## src/design/rstm_defines.vh

```
// Constants of the reset manager with watchdog
`ifndef RSTM_DEFINES_VH
`define RSTM_DEFINES_VH

// ============================================================
// Register byte addresses on the AXI4-Lite bus
`define RSTM_ADDR_CTRL      32'h0000_0000
`define RSTM_ADDR_STATUS    32'h0000_0004
`define RSTM_ADDR_WDOG      32'h0000_0008

// ============================================================
// Bit positions of reset_control
`define RSTM_CTRL_UNLOCK    7
`define RSTM_CTRL_PCFG      6
`define RSTM_CTRL_BADACC    5
`define RSTM_CTRL_WDEN      4

// ============================================================
// Bit positions of reset_cause_status
`define RSTM_ST_SLEEP_REQ   7
`define RSTM_ST_WAS_SLEEP   6
`define RSTM_ST_BADACC      5
`define RSTM_ST_WDOG        4
`define RSTM_ST_PORT        3
`define RSTM_ST_LO          3
`define RSTM_ST_HI          6

// ============================================================
// Reset values
`define RSTM_CTRL_RST       4'h0
`define RSTM_FLAG_RST       1'b0
`define RSTM_WD_RST         4'h0

// ============================================================
// Watchdog
`define RSTM_KEY_FIRST      8'h0a
`define RSTM_KEY_SECOND     8'h03
`define RSTM_WD_LIMIT       4'h8
`define RSTM_WD_ONE         4'h1

// ============================================================
// Timing: tick period of the watchdog and clock rate
`define RSTM_WDT_TICK_MS    250
`define RSTM_CLK_KHZ        25000
`define RSTM_TICK_W         23

// ============================================================
// AXI responses
`define RSTM_RESP_OKAY      2'b00
`define RSTM_RESP_SLVERR    2'b10

`endif

```

## src/design/rstm_reset_manager.v

```verilog
// Reset manager: reset sources, four internal resets, sleep control, watchdog, AXI4-Lite regs
//
// The implementer's own choices: the register offsets and register access over AXI4-Lite.
`timescale 1ns/10ps
`include "rstm_defines.vh"

// Behaviour
// - Control bit 7 unlocks sleep entry
// - Control bit 6 adds port-config reset
// - Control bit 5 enables bad-access reset
// - Control bit 4 watchdog enable, sticky
// - Status bit 7 sleep request, reads 0
// - Status bit 6 was-sleeping, read-clear
// - Status bit 5 bad-access cause, read-clear
// - Status bit 4 watchdog cause, read-clear
// - Status bit 3 port-combination cause, read-clear
// - Watchdog register: key write, counter read
// - Six reset sources accepted
// - Sleep request is software reset source
// - Cold reset only on power-on or pin
// - Global reset from cold, port combination or enabled sources
// - Sleep reset in sleep or cold
// - Port-config reset gated for soft sources
// - Power-on held until regulator ready
// - Low external pin activates reset
// - Watchdog reset only when enabled, expired
// - Enabled bad access generates reset
// - Unlock then request enters sleep
// - Keys 0x0a then 0x03 clear watchdog
// - Counter 0..7, reset at eight
module rstm_reset_manager #(
    parameter TICK_CYCLES = `RSTM_WDT_TICK_MS * `RSTM_CLK_KHZ
) (
    input  wire        clock,
    input  wire        resetn,
    input  wire        supply_rise,
    input  wire        regulator_ready,
    input  wire        ext_reset_n,
    input  wire        port_combination,
    input  wire        bad_address_access,
    input  wire [31:0] s_axi_awaddr,
    input  wire [2:0]  s_axi_awprot,
    input  wire        s_axi_awvalid,
    output wire        s_axi_awready,
    input  wire [31:0] s_axi_wdata,
    input  wire [3:0]  s_axi_wstrb,
    input  wire        s_axi_wvalid,
    output wire        s_axi_wready,
    output wire [1:0]  s_axi_bresp,
    output wire        s_axi_bvalid,
    input  wire        s_axi_bready,
    input  wire [31:0] s_axi_araddr,
    input  wire [2:0]  s_axi_arprot,
    input  wire        s_axi_arvalid,
    output wire        s_axi_arready,
    output wire [31:0] s_axi_rdata,
    output wire [1:0]  s_axi_rresp,
    output wire        s_axi_rvalid,
    input  wire        s_axi_rready,
    output wire        cold_reset_n,
    output wire        global_reset_n,
    output wire        sleep_reset_n,
    output wire        port_cfg_reset_n,
    output wire        sleep_active
);

    // ============================================================
    // State
    reg                    por_reg;
    reg [`RSTM_CTRL_UNLOCK:`RSTM_CTRL_WDEN] ctrl_reg;
    reg                    sleep_mode_reg;
    reg [`RSTM_ST_HI:`RSTM_ST_LO] flag_reg;
    reg [3:0]              wd_count_reg;
    reg                    key_armed_reg;
    reg [`RSTM_TICK_W-1:0] tick_cnt_reg;
    reg                    tick_reg;

    reg                    cold_n_reg;
    reg                    global_n_reg;
    reg                    sleep_n_reg;
    reg                    pcfg_n_reg;

    reg                    awready_reg;
    reg                    wready_reg;
    reg [31:0]             awaddr_reg;
    reg [31:0]             wdata_reg;
    reg [3:0]              wstrb_reg;
    reg                    bvalid_reg;
    reg [1:0]              bresp_reg;
    reg                    arready_reg;
    reg                    rvalid_reg;
    reg [31:0]             rdata_reg;
    reg [1:0]              rresp_reg;

    localparam integer            TICK_LAST_I = TICK_CYCLES - 1;
    localparam [`RSTM_TICK_W-1:0] TICK_LAST   = TICK_LAST_I[`RSTM_TICK_W-1:0];

    // ============================================================
    // Reset source combination
    wire cold_now;
    wire wd_expired;
    wire wd_src;
    wire bad_src;
    wire soft_src;
    wire global_now;

    assign cold_now   = por_reg | ~ext_reset_n;
    assign wd_expired = (wd_count_reg == `RSTM_WD_LIMIT);
    assign wd_src     = ctrl_reg[`RSTM_CTRL_WDEN] & wd_expired;
    assign bad_src    = ctrl_reg[`RSTM_CTRL_BADACC] & bad_address_access;
    assign soft_src   = port_combination | wd_src | bad_src;
    assign global_now = cold_now | soft_src;

    // ============================================================
    // Register bus decode
    wire wr_fire;
    wire rd_fire;
    wire wr_ctrl;
    wire wr_status;
    wire wr_wdog;
    wire wr_hit;
    wire rd_status;
    wire rd_hit;
    wire [7:0] wr_byte;

    assign wr_fire   = ~awready_reg & ~wready_reg & ~bvalid_reg;
    assign rd_fire   = s_axi_arvalid & arready_reg;
    assign wr_byte   = wdata_reg[7:0];
    assign wr_ctrl   = wr_fire & wstrb_reg[0] & (awaddr_reg == `RSTM_ADDR_CTRL);
    assign wr_status = wr_fire & wstrb_reg[0] & (awaddr_reg == `RSTM_ADDR_STATUS);
    assign wr_wdog   = wr_fire & wstrb_reg[0] & (awaddr_reg == `RSTM_ADDR_WDOG);
    assign wr_hit    = (awaddr_reg == `RSTM_ADDR_CTRL) | (awaddr_reg == `RSTM_ADDR_STATUS)
                     | (awaddr_reg == `RSTM_ADDR_WDOG);
    assign rd_status = rd_fire & (s_axi_araddr == `RSTM_ADDR_STATUS);
    assign rd_hit    = (s_axi_araddr == `RSTM_ADDR_CTRL) | (s_axi_araddr == `RSTM_ADDR_STATUS)
                     | (s_axi_araddr == `RSTM_ADDR_WDOG);

    // ============================================================
    // Power-on reset: held from supply rise until regulator is up
    always @(posedge clock) begin
        if (!resetn) begin
            por_reg <= 1'b1;
        end else if (supply_rise) begin
            por_reg <= 1'b1;
        end else if (regulator_ready) begin
            por_reg <= 1'b0;
        end
    end

    // ============================================================
    // Control register, cleared only by cold reset
    always @(posedge clock) begin
        if (!resetn || cold_now) begin
            ctrl_reg <= `RSTM_CTRL_RST;
        end else if (wr_ctrl) begin
            ctrl_reg[`RSTM_CTRL_UNLOCK] <= wr_byte[`RSTM_CTRL_UNLOCK];
            ctrl_reg[`RSTM_CTRL_PCFG]   <= wr_byte[`RSTM_CTRL_PCFG];
            ctrl_reg[`RSTM_CTRL_BADACC] <= wr_byte[`RSTM_CTRL_BADACC];
            // Once set the enable stays set until cold reset
            ctrl_reg[`RSTM_CTRL_WDEN]   <= ctrl_reg[`RSTM_CTRL_WDEN]
                                         | wr_byte[`RSTM_CTRL_WDEN];
        end
    end

    // ============================================================
    // Sleep mode: entered by unlocked request, left by cold or port wake
    always @(posedge clock) begin
        if (!resetn || cold_now) begin
            sleep_mode_reg <= 1'b0;
        end else if (port_combination) begin
            sleep_mode_reg <= 1'b0;
        end else if (wr_status && wr_byte[`RSTM_ST_SLEEP_REQ]
                     && ctrl_reg[`RSTM_CTRL_UNLOCK] && !global_now) begin
            sleep_mode_reg <= 1'b1;
        end
    end

    // ============================================================
    // Sticky cause flags: hardware set wins over read-clear
    wire [`RSTM_ST_HI:`RSTM_ST_LO] flag_set;

    assign flag_set[`RSTM_ST_WAS_SLEEP] = sleep_mode_reg & port_combination;
    assign flag_set[`RSTM_ST_BADACC]    = bad_src;
    assign flag_set[`RSTM_ST_WDOG]      = wd_src;
    assign flag_set[`RSTM_ST_PORT]      = port_combination;

    genvar fi;
    generate
        for (fi = `RSTM_ST_LO; fi <= `RSTM_ST_HI; fi = fi + 1) begin : g_flag
            always @(posedge clock) begin
                if (!resetn || cold_now) begin
                    flag_reg[fi] <= `RSTM_FLAG_RST;
                end else if (flag_set[fi]) begin
                    flag_reg[fi] <= 1'b1;
                end else if (rd_status) begin
                    flag_reg[fi] <= 1'b0;
                end
            end
        end
    endgenerate

    // ============================================================
    // Watchdog tick divider, frozen in sleep
    always @(posedge clock) begin
        if (!resetn || global_now) begin
            tick_cnt_reg <= {`RSTM_TICK_W{1'b0}};
            tick_reg     <= 1'b0;
        end else if (sleep_mode_reg) begin
            tick_reg     <= 1'b0;
        end else if (tick_cnt_reg == TICK_LAST) begin
            tick_cnt_reg <= {`RSTM_TICK_W{1'b0}};
            tick_reg     <= 1'b1;
        end else begin
            tick_cnt_reg <= tick_cnt_reg + 1'b1;
            tick_reg     <= 1'b0;
        end
    end

    // ============================================================
    // Watchdog key sequence and counter
    wire key_clear;

    assign key_clear = wr_wdog & key_armed_reg & (wr_byte == `RSTM_KEY_SECOND);

    always @(posedge clock) begin
        if (!resetn || global_now) begin
            key_armed_reg <= 1'b0;
        end else if (wr_wdog) begin
            // Any write other than the first key cancels the sequence
            key_armed_reg <= (wr_byte == `RSTM_KEY_FIRST);
        end
    end

    always @(posedge clock) begin
        if (!resetn || global_now) begin
            wd_count_reg <= `RSTM_WD_RST;
        end else if (key_clear) begin
            wd_count_reg <= `RSTM_WD_RST;
        end else if (tick_reg && ctrl_reg[`RSTM_CTRL_WDEN] && !wd_expired) begin
            wd_count_reg <= wd_count_reg + `RSTM_WD_ONE;
        end
    end

    // ============================================================
    // Internal reset outputs
    always @(posedge clock) begin
        if (!resetn) begin
            cold_n_reg   <= 1'b0;
            global_n_reg <= 1'b0;
            sleep_n_reg  <= 1'b0;
            pcfg_n_reg   <= 1'b0;
        end else begin
            cold_n_reg   <= ~cold_now;
            global_n_reg <= ~global_now;
            sleep_n_reg  <= ~(cold_now | sleep_mode_reg);
            pcfg_n_reg   <= ~(cold_now
                              | (soft_src & ctrl_reg[`RSTM_CTRL_PCFG]));
        end
    end

    // ============================================================
    // AXI4-Lite write channel
    always @(posedge clock) begin
        if (!resetn) begin
            awready_reg <= 1'b1;
            wready_reg  <= 1'b1;
            awaddr_reg  <= 32'h0000_0000;
            wdata_reg   <= 32'h0000_0000;
            wstrb_reg   <= 4'h0;
            bvalid_reg  <= 1'b0;
            bresp_reg   <= `RSTM_RESP_OKAY;
        end else begin
            if (s_axi_awvalid && awready_reg) begin
                awaddr_reg  <= s_axi_awaddr;
                awready_reg <= 1'b0;
            end
            if (s_axi_wvalid && wready_reg) begin
                wdata_reg  <= s_axi_wdata;
                wstrb_reg  <= s_axi_wstrb;
                wready_reg <= 1'b0;
            end
            if (wr_fire) begin
                bvalid_reg <= 1'b1;
                bresp_reg  <= wr_hit ? `RSTM_RESP_OKAY : `RSTM_RESP_SLVERR;
            end
            if (bvalid_reg && s_axi_bready) begin
                bvalid_reg  <= 1'b0;
                awready_reg <= 1'b1;
                wready_reg  <= 1'b1;
            end
        end
    end

    // ============================================================
    // AXI4-Lite read channel
    reg [7:0] rd_byte;

    always @* begin
        rd_byte = 8'h00;
        case (s_axi_araddr)
            `RSTM_ADDR_CTRL: begin
                rd_byte = {ctrl_reg, 4'h0};
            end
            `RSTM_ADDR_STATUS: begin
                rd_byte = {1'b0, flag_reg, 3'h0};
            end
            `RSTM_ADDR_WDOG: begin
                rd_byte = {4'h0, wd_count_reg};
            end
            default: begin
                rd_byte = 8'h00;
            end
        endcase
    end

    always @(posedge clock) begin
        if (!resetn) begin
            arready_reg <= 1'b1;
            rvalid_reg  <= 1'b0;
            rdata_reg   <= 32'h0000_0000;
            rresp_reg   <= `RSTM_RESP_OKAY;
        end else if (rd_fire) begin
            arready_reg <= 1'b0;
            rvalid_reg  <= 1'b1;
            rdata_reg   <= {24'h00_0000, rd_byte};
            rresp_reg   <= rd_hit ? `RSTM_RESP_OKAY : `RSTM_RESP_SLVERR;
        end else if (rvalid_reg && s_axi_rready) begin
            arready_reg <= 1'b1;
            rvalid_reg  <= 1'b0;
        end
    end

    // ============================================================
    // Outputs
    assign s_axi_awready    = awready_reg;
    assign s_axi_wready     = wready_reg;
    assign s_axi_bresp      = bresp_reg;
    assign s_axi_bvalid     = bvalid_reg;
    assign s_axi_arready    = arready_reg;
    assign s_axi_rdata      = rdata_reg;
    assign s_axi_rresp      = rresp_reg;
    assign s_axi_rvalid     = rvalid_reg;
    assign cold_reset_n     = cold_n_reg;
    assign global_reset_n   = global_n_reg;
    assign sleep_reset_n    = sleep_n_reg;
    assign port_cfg_reset_n = pcfg_n_reg;
    assign sleep_active     = sleep_mode_reg;

endmodule

```

## config.mk

```make
export PLATFORM = sky130hd
export DESIGN_NAME = rstm_reset_manager
export DESIGN_NICKNAME = d
export VERILOG_FILES = /design/src/design/rstm_reset_manager.v
export VERILOG_INCLUDE_DIRS = /design/src /design/src/design
export SDC_FILE = /design/constraint.sdc
export NUM_CORES = 1
export LEC_CHECK = 0
export ABC_AREA = 1
export BUFFER_PORTS_ARGS = -buffer_cell sky130_fd_sc_hd__buf_2
export CAP_MARGIN = 30
export CORE_MARGIN = 2
export CORE_UTILIZATION = 31
export DETAILED_ROUTE_END_ITERATION = 12
export GPL_TIMING_DRIVEN = 0
export HOLD_SLACK_MARGIN = 0.15
export SLEW_MARGIN = 5
export SYNTH_ARGS = -nofsm -noshare
export SYNTH_HDL_FRONTEND = slang
export SYNTH_SLANG_ARGS = --single-unit
export TNS_END_PERCENT = 20
```

## constraint.sdc

```tcl
create_clock -name clock -period 3.55 [get_ports clock]
set_input_delay 0.355 -clock clock [delete_from_list [all_inputs] [get_ports clock]]
set_output_delay 0.355 -clock clock [all_outputs]
set_load 0.02 [all_outputs]
```

==> run summary <==
number of buffer and inverter stages on the critical path: 2
CTS max path bufs: 2
PostCTS Resize Cnt: 0
buffers added on ports: 104
vias in the first global route: 3962
Cell variety after synth: 33
Remaining Overflow, GRT: 0
flip-flop count of the largest register, all copies and words added: 32
CTS H-tree depth: 3
Hold Crit Class: input port to flop
clock tree from TritonCTS: done
total via count in the routed design: 4352
number of non-filler instances in the completed layout: 1016
Post-layout nets: 944
number of enable-type register cells in the synthesized netlist: 0
relative area change from synthesis to final layout: 24.5%
Core Region: 0.0150 sq mm
area of the die: 0.0162 sq mm
Pwr Density: 417 mW/mm^2
DR iter-0 viols: 146
required time of the critical path: 3850 ps
kind of cell with the highest combined delay on the critical path: simple AND/OR/NAND/NOR gates
clock root buffer master: clkbuf_16
sequential cell area fraction in the yosys report: 0.420
Synth Warn #: 0
commonest cells after routing, fill and taps aside: nor2_1 (173), nand2_1 (119), buf_2 (104)
cell count after synthesis: 683
Hold Crit Depth: 2
initial cell density of the core: 0.314
Static Leak: 2.68 nW
nature of the critical path endpoint: flop
cell area reported after detailed placement: 0.00557 sq mm
final RePlAce weighted congestion: 0.830
max-slew violation count: 0
first-pass iteration count of the detailed router: 4
share of the clock period used by the worst path after layout: 0.487
number of antenna violations at the first check in global routing: 0
via density per instance: 4.28
proportion of register bits with asynchronous set or reset after synthesis: 0
setup fix buffers added after clock tree synthesis: 0
diode insertion count for antenna repair: 0
dpl cells: 1000
sequence of cells on the critical path: inv_1, ha_1, nand2_1, nor2_1, nand2_1, nand3_2, nor2_4, nand2_1, inv_1, and3_1
Critical Path Stages: 10
clock buffers created by TritonCTS: 9
post-synthesis area per instance: 6.91 sq um
CP startpoint kind: flop
clock latency of the later-clocked register in the worst-skew pair: 350 ps
RSZ-0062 raised after global routing: false
maximum frequency from static timing analysis: 578 MHz
Slowest cell on crit path: dfxtp_1
chip width: 127 um
layout cells sized above 1: 0.213
flip-flop cell with the highest count after synthesis: dfxtp_1
detailed-route DRC error count: 0
Detailed Route WL: 10500 um
fill cell total of the finished layout: 1640
number of buffers inserted for hold repair after clock tree synthesis: 0
maximum clock skew at final layout: 7.44 ps
Setup-failing EPs final: 0
peak per-stage delay on the critical path: 390 ps
number of endpoints with negative hold slack in the final report: 0
Fin Hold WS: 183 ps
crit path kind: flop to flop
post-DR wirelength/cell: 10.4 um
most common library cell in the layout ignoring fill and taps: nor2_1
hpwl dp: 8500 um
post-route cell area: 0.00587 sq mm
height of the die: 127 um
Syn Std Cell Area: 0.00472 sq mm
Reg clk slew, reported paths: 70 ps
depth of the most critical reg-to-reg path: 10
Routed Antenna Nets: 0
setup_tns: 0 ps
wire length of the first global-routing pass: 17800 um
Overall Global Routing Usage: 0.136
cell row count: 45
sinks on the clock net: 99
crit-path max FO: 8
number of maximum-capacitance constraint violations: 0
IO Pins: 164
run status: finished clean
Worst EP arrival: 2030 ps
total of flip-flops plus latches after synthesis: 99
peak supply drop: 237 uV
cell with the most instances on the worst path: nand2_1
largest net degree at the start of global routing: 20
Tmin final: 1730 ps
[worst reg2reg max path: stages (launching register included)]
cell     delay [ps]
dfxtp_1         390
inv_1            80
ha_1            190
nand2_1          80
nor2_1           40
nand2_1          90
nand3_2         120
nor2_4          160
nand2_1          90
inv_1           230
and3_1          200
[final cells by class]
type,instances,area [sq um],area share
Tap cell,188,235,0.0401
Timing Repair Buffer,104,520,0.0886
Clock inverter,6,66.3,0.0113
Sequential cell,99,1980,0.337
Multi-Input combinational cell,492,2280,0.388
Inverter,76,290,0.0494
Clock buffer,10,239,0.0407
Buffer,41,263,0.0447
[metal layers]
metal	up-vias	track usage	routed length, um
li1	2369	-	-
met1	1860	0.174	5040
met2	109	0.221	4630
met3	14	0.0343	665
met4	0	0.0537	204
met5	-	0	0
[path summary, 6_finish.rpt]
| path | startpoint | end | slack [ps] |
|---|---|---|---|
| setup reg to reg | wd_count_reg[0]$_SDFFE_PP0P_ | tick_cnt_reg[11]$_SDFFE_PP0N_ | 1820 |
| hold reg to reg | awaddr_reg[6]$_SDFFE_PN0P_ | awaddr_reg[6]$_SDFFE_PN0P_ | 450 |
| hold / removal | regulator_ready | por_reg$_SDFFE_PP1P_ | 180 |
| setup / recovery | wd_count_reg[0]$_SDFFE_PP0P_ | tick_cnt_reg[11]$_SDFFE_PP0N_ | 1820 |
[through the flow]
step           power (mW)  worst slack (ps)  utilization
3_3_place_gp         1.48              1820        0.370
2_1_floorplan        1.39              2080            -
4_1_cts              2.49              1780        0.391
3_5_place_dp         1.48              1810        0.370
6_report             2.45              1820        0.391
5_1_grt              2.57              1610        0.391
[cell usage after synthesis, types with 3 or more instances]
master / count / area share
nand2_1: 119 / 0.095
nor3b_2: 4 / 0.011
nand3_1: 28 / 0.030
nor2_2: 3 / 0.0040
nand2_2: 6 / 0.0080
xor2_1: 8 / 0.015
nor2_1: 173 / 0.14
a21oi_1: 33 / 0.035
inv_1: 75 / 0.060
dfxtp_1: 99 / 0.42
nor2_4: 5 / 0.012
nand4_1: 7 / 0.0093
buf_4: 27 / 0.043
clkbuf_1: 13 / 0.010
o21ai_0: 52 / 0.055
nor3_1: 7 / 0.0074
ha_1: 3 / 0.0080
[logic make-up after synthesis]
family / after synthesis / share of synthesized area
buffers and inverters: 117 / 0.117
other: 1 / 0.000795
AND/OR/NAND/NOR: 364 / 0.338
flip-flops: 99 / 0.420
adder cells (fa/ha/maj): 3 / 0.00796
multiplexers: 1 / 0.00239
AO/OA/AOI/OAI: 88 / 0.0947
XOR/XNOR: 10 / 0.0186
[where the power goes]
| part | total, mW | switching (mW) | internal [mW] |
|---|---|---|---|
| clock | 0.992 | 0.473 | 0.518 |
| sequential | 1.18 | 0.0240 | 1.16 |
| combinational | 0.273 | 0.163 | 0.110 |
| total | 2.45 | 0.660 | 1.79 |
Note: power is estimated with default switching activity, not from simulation.
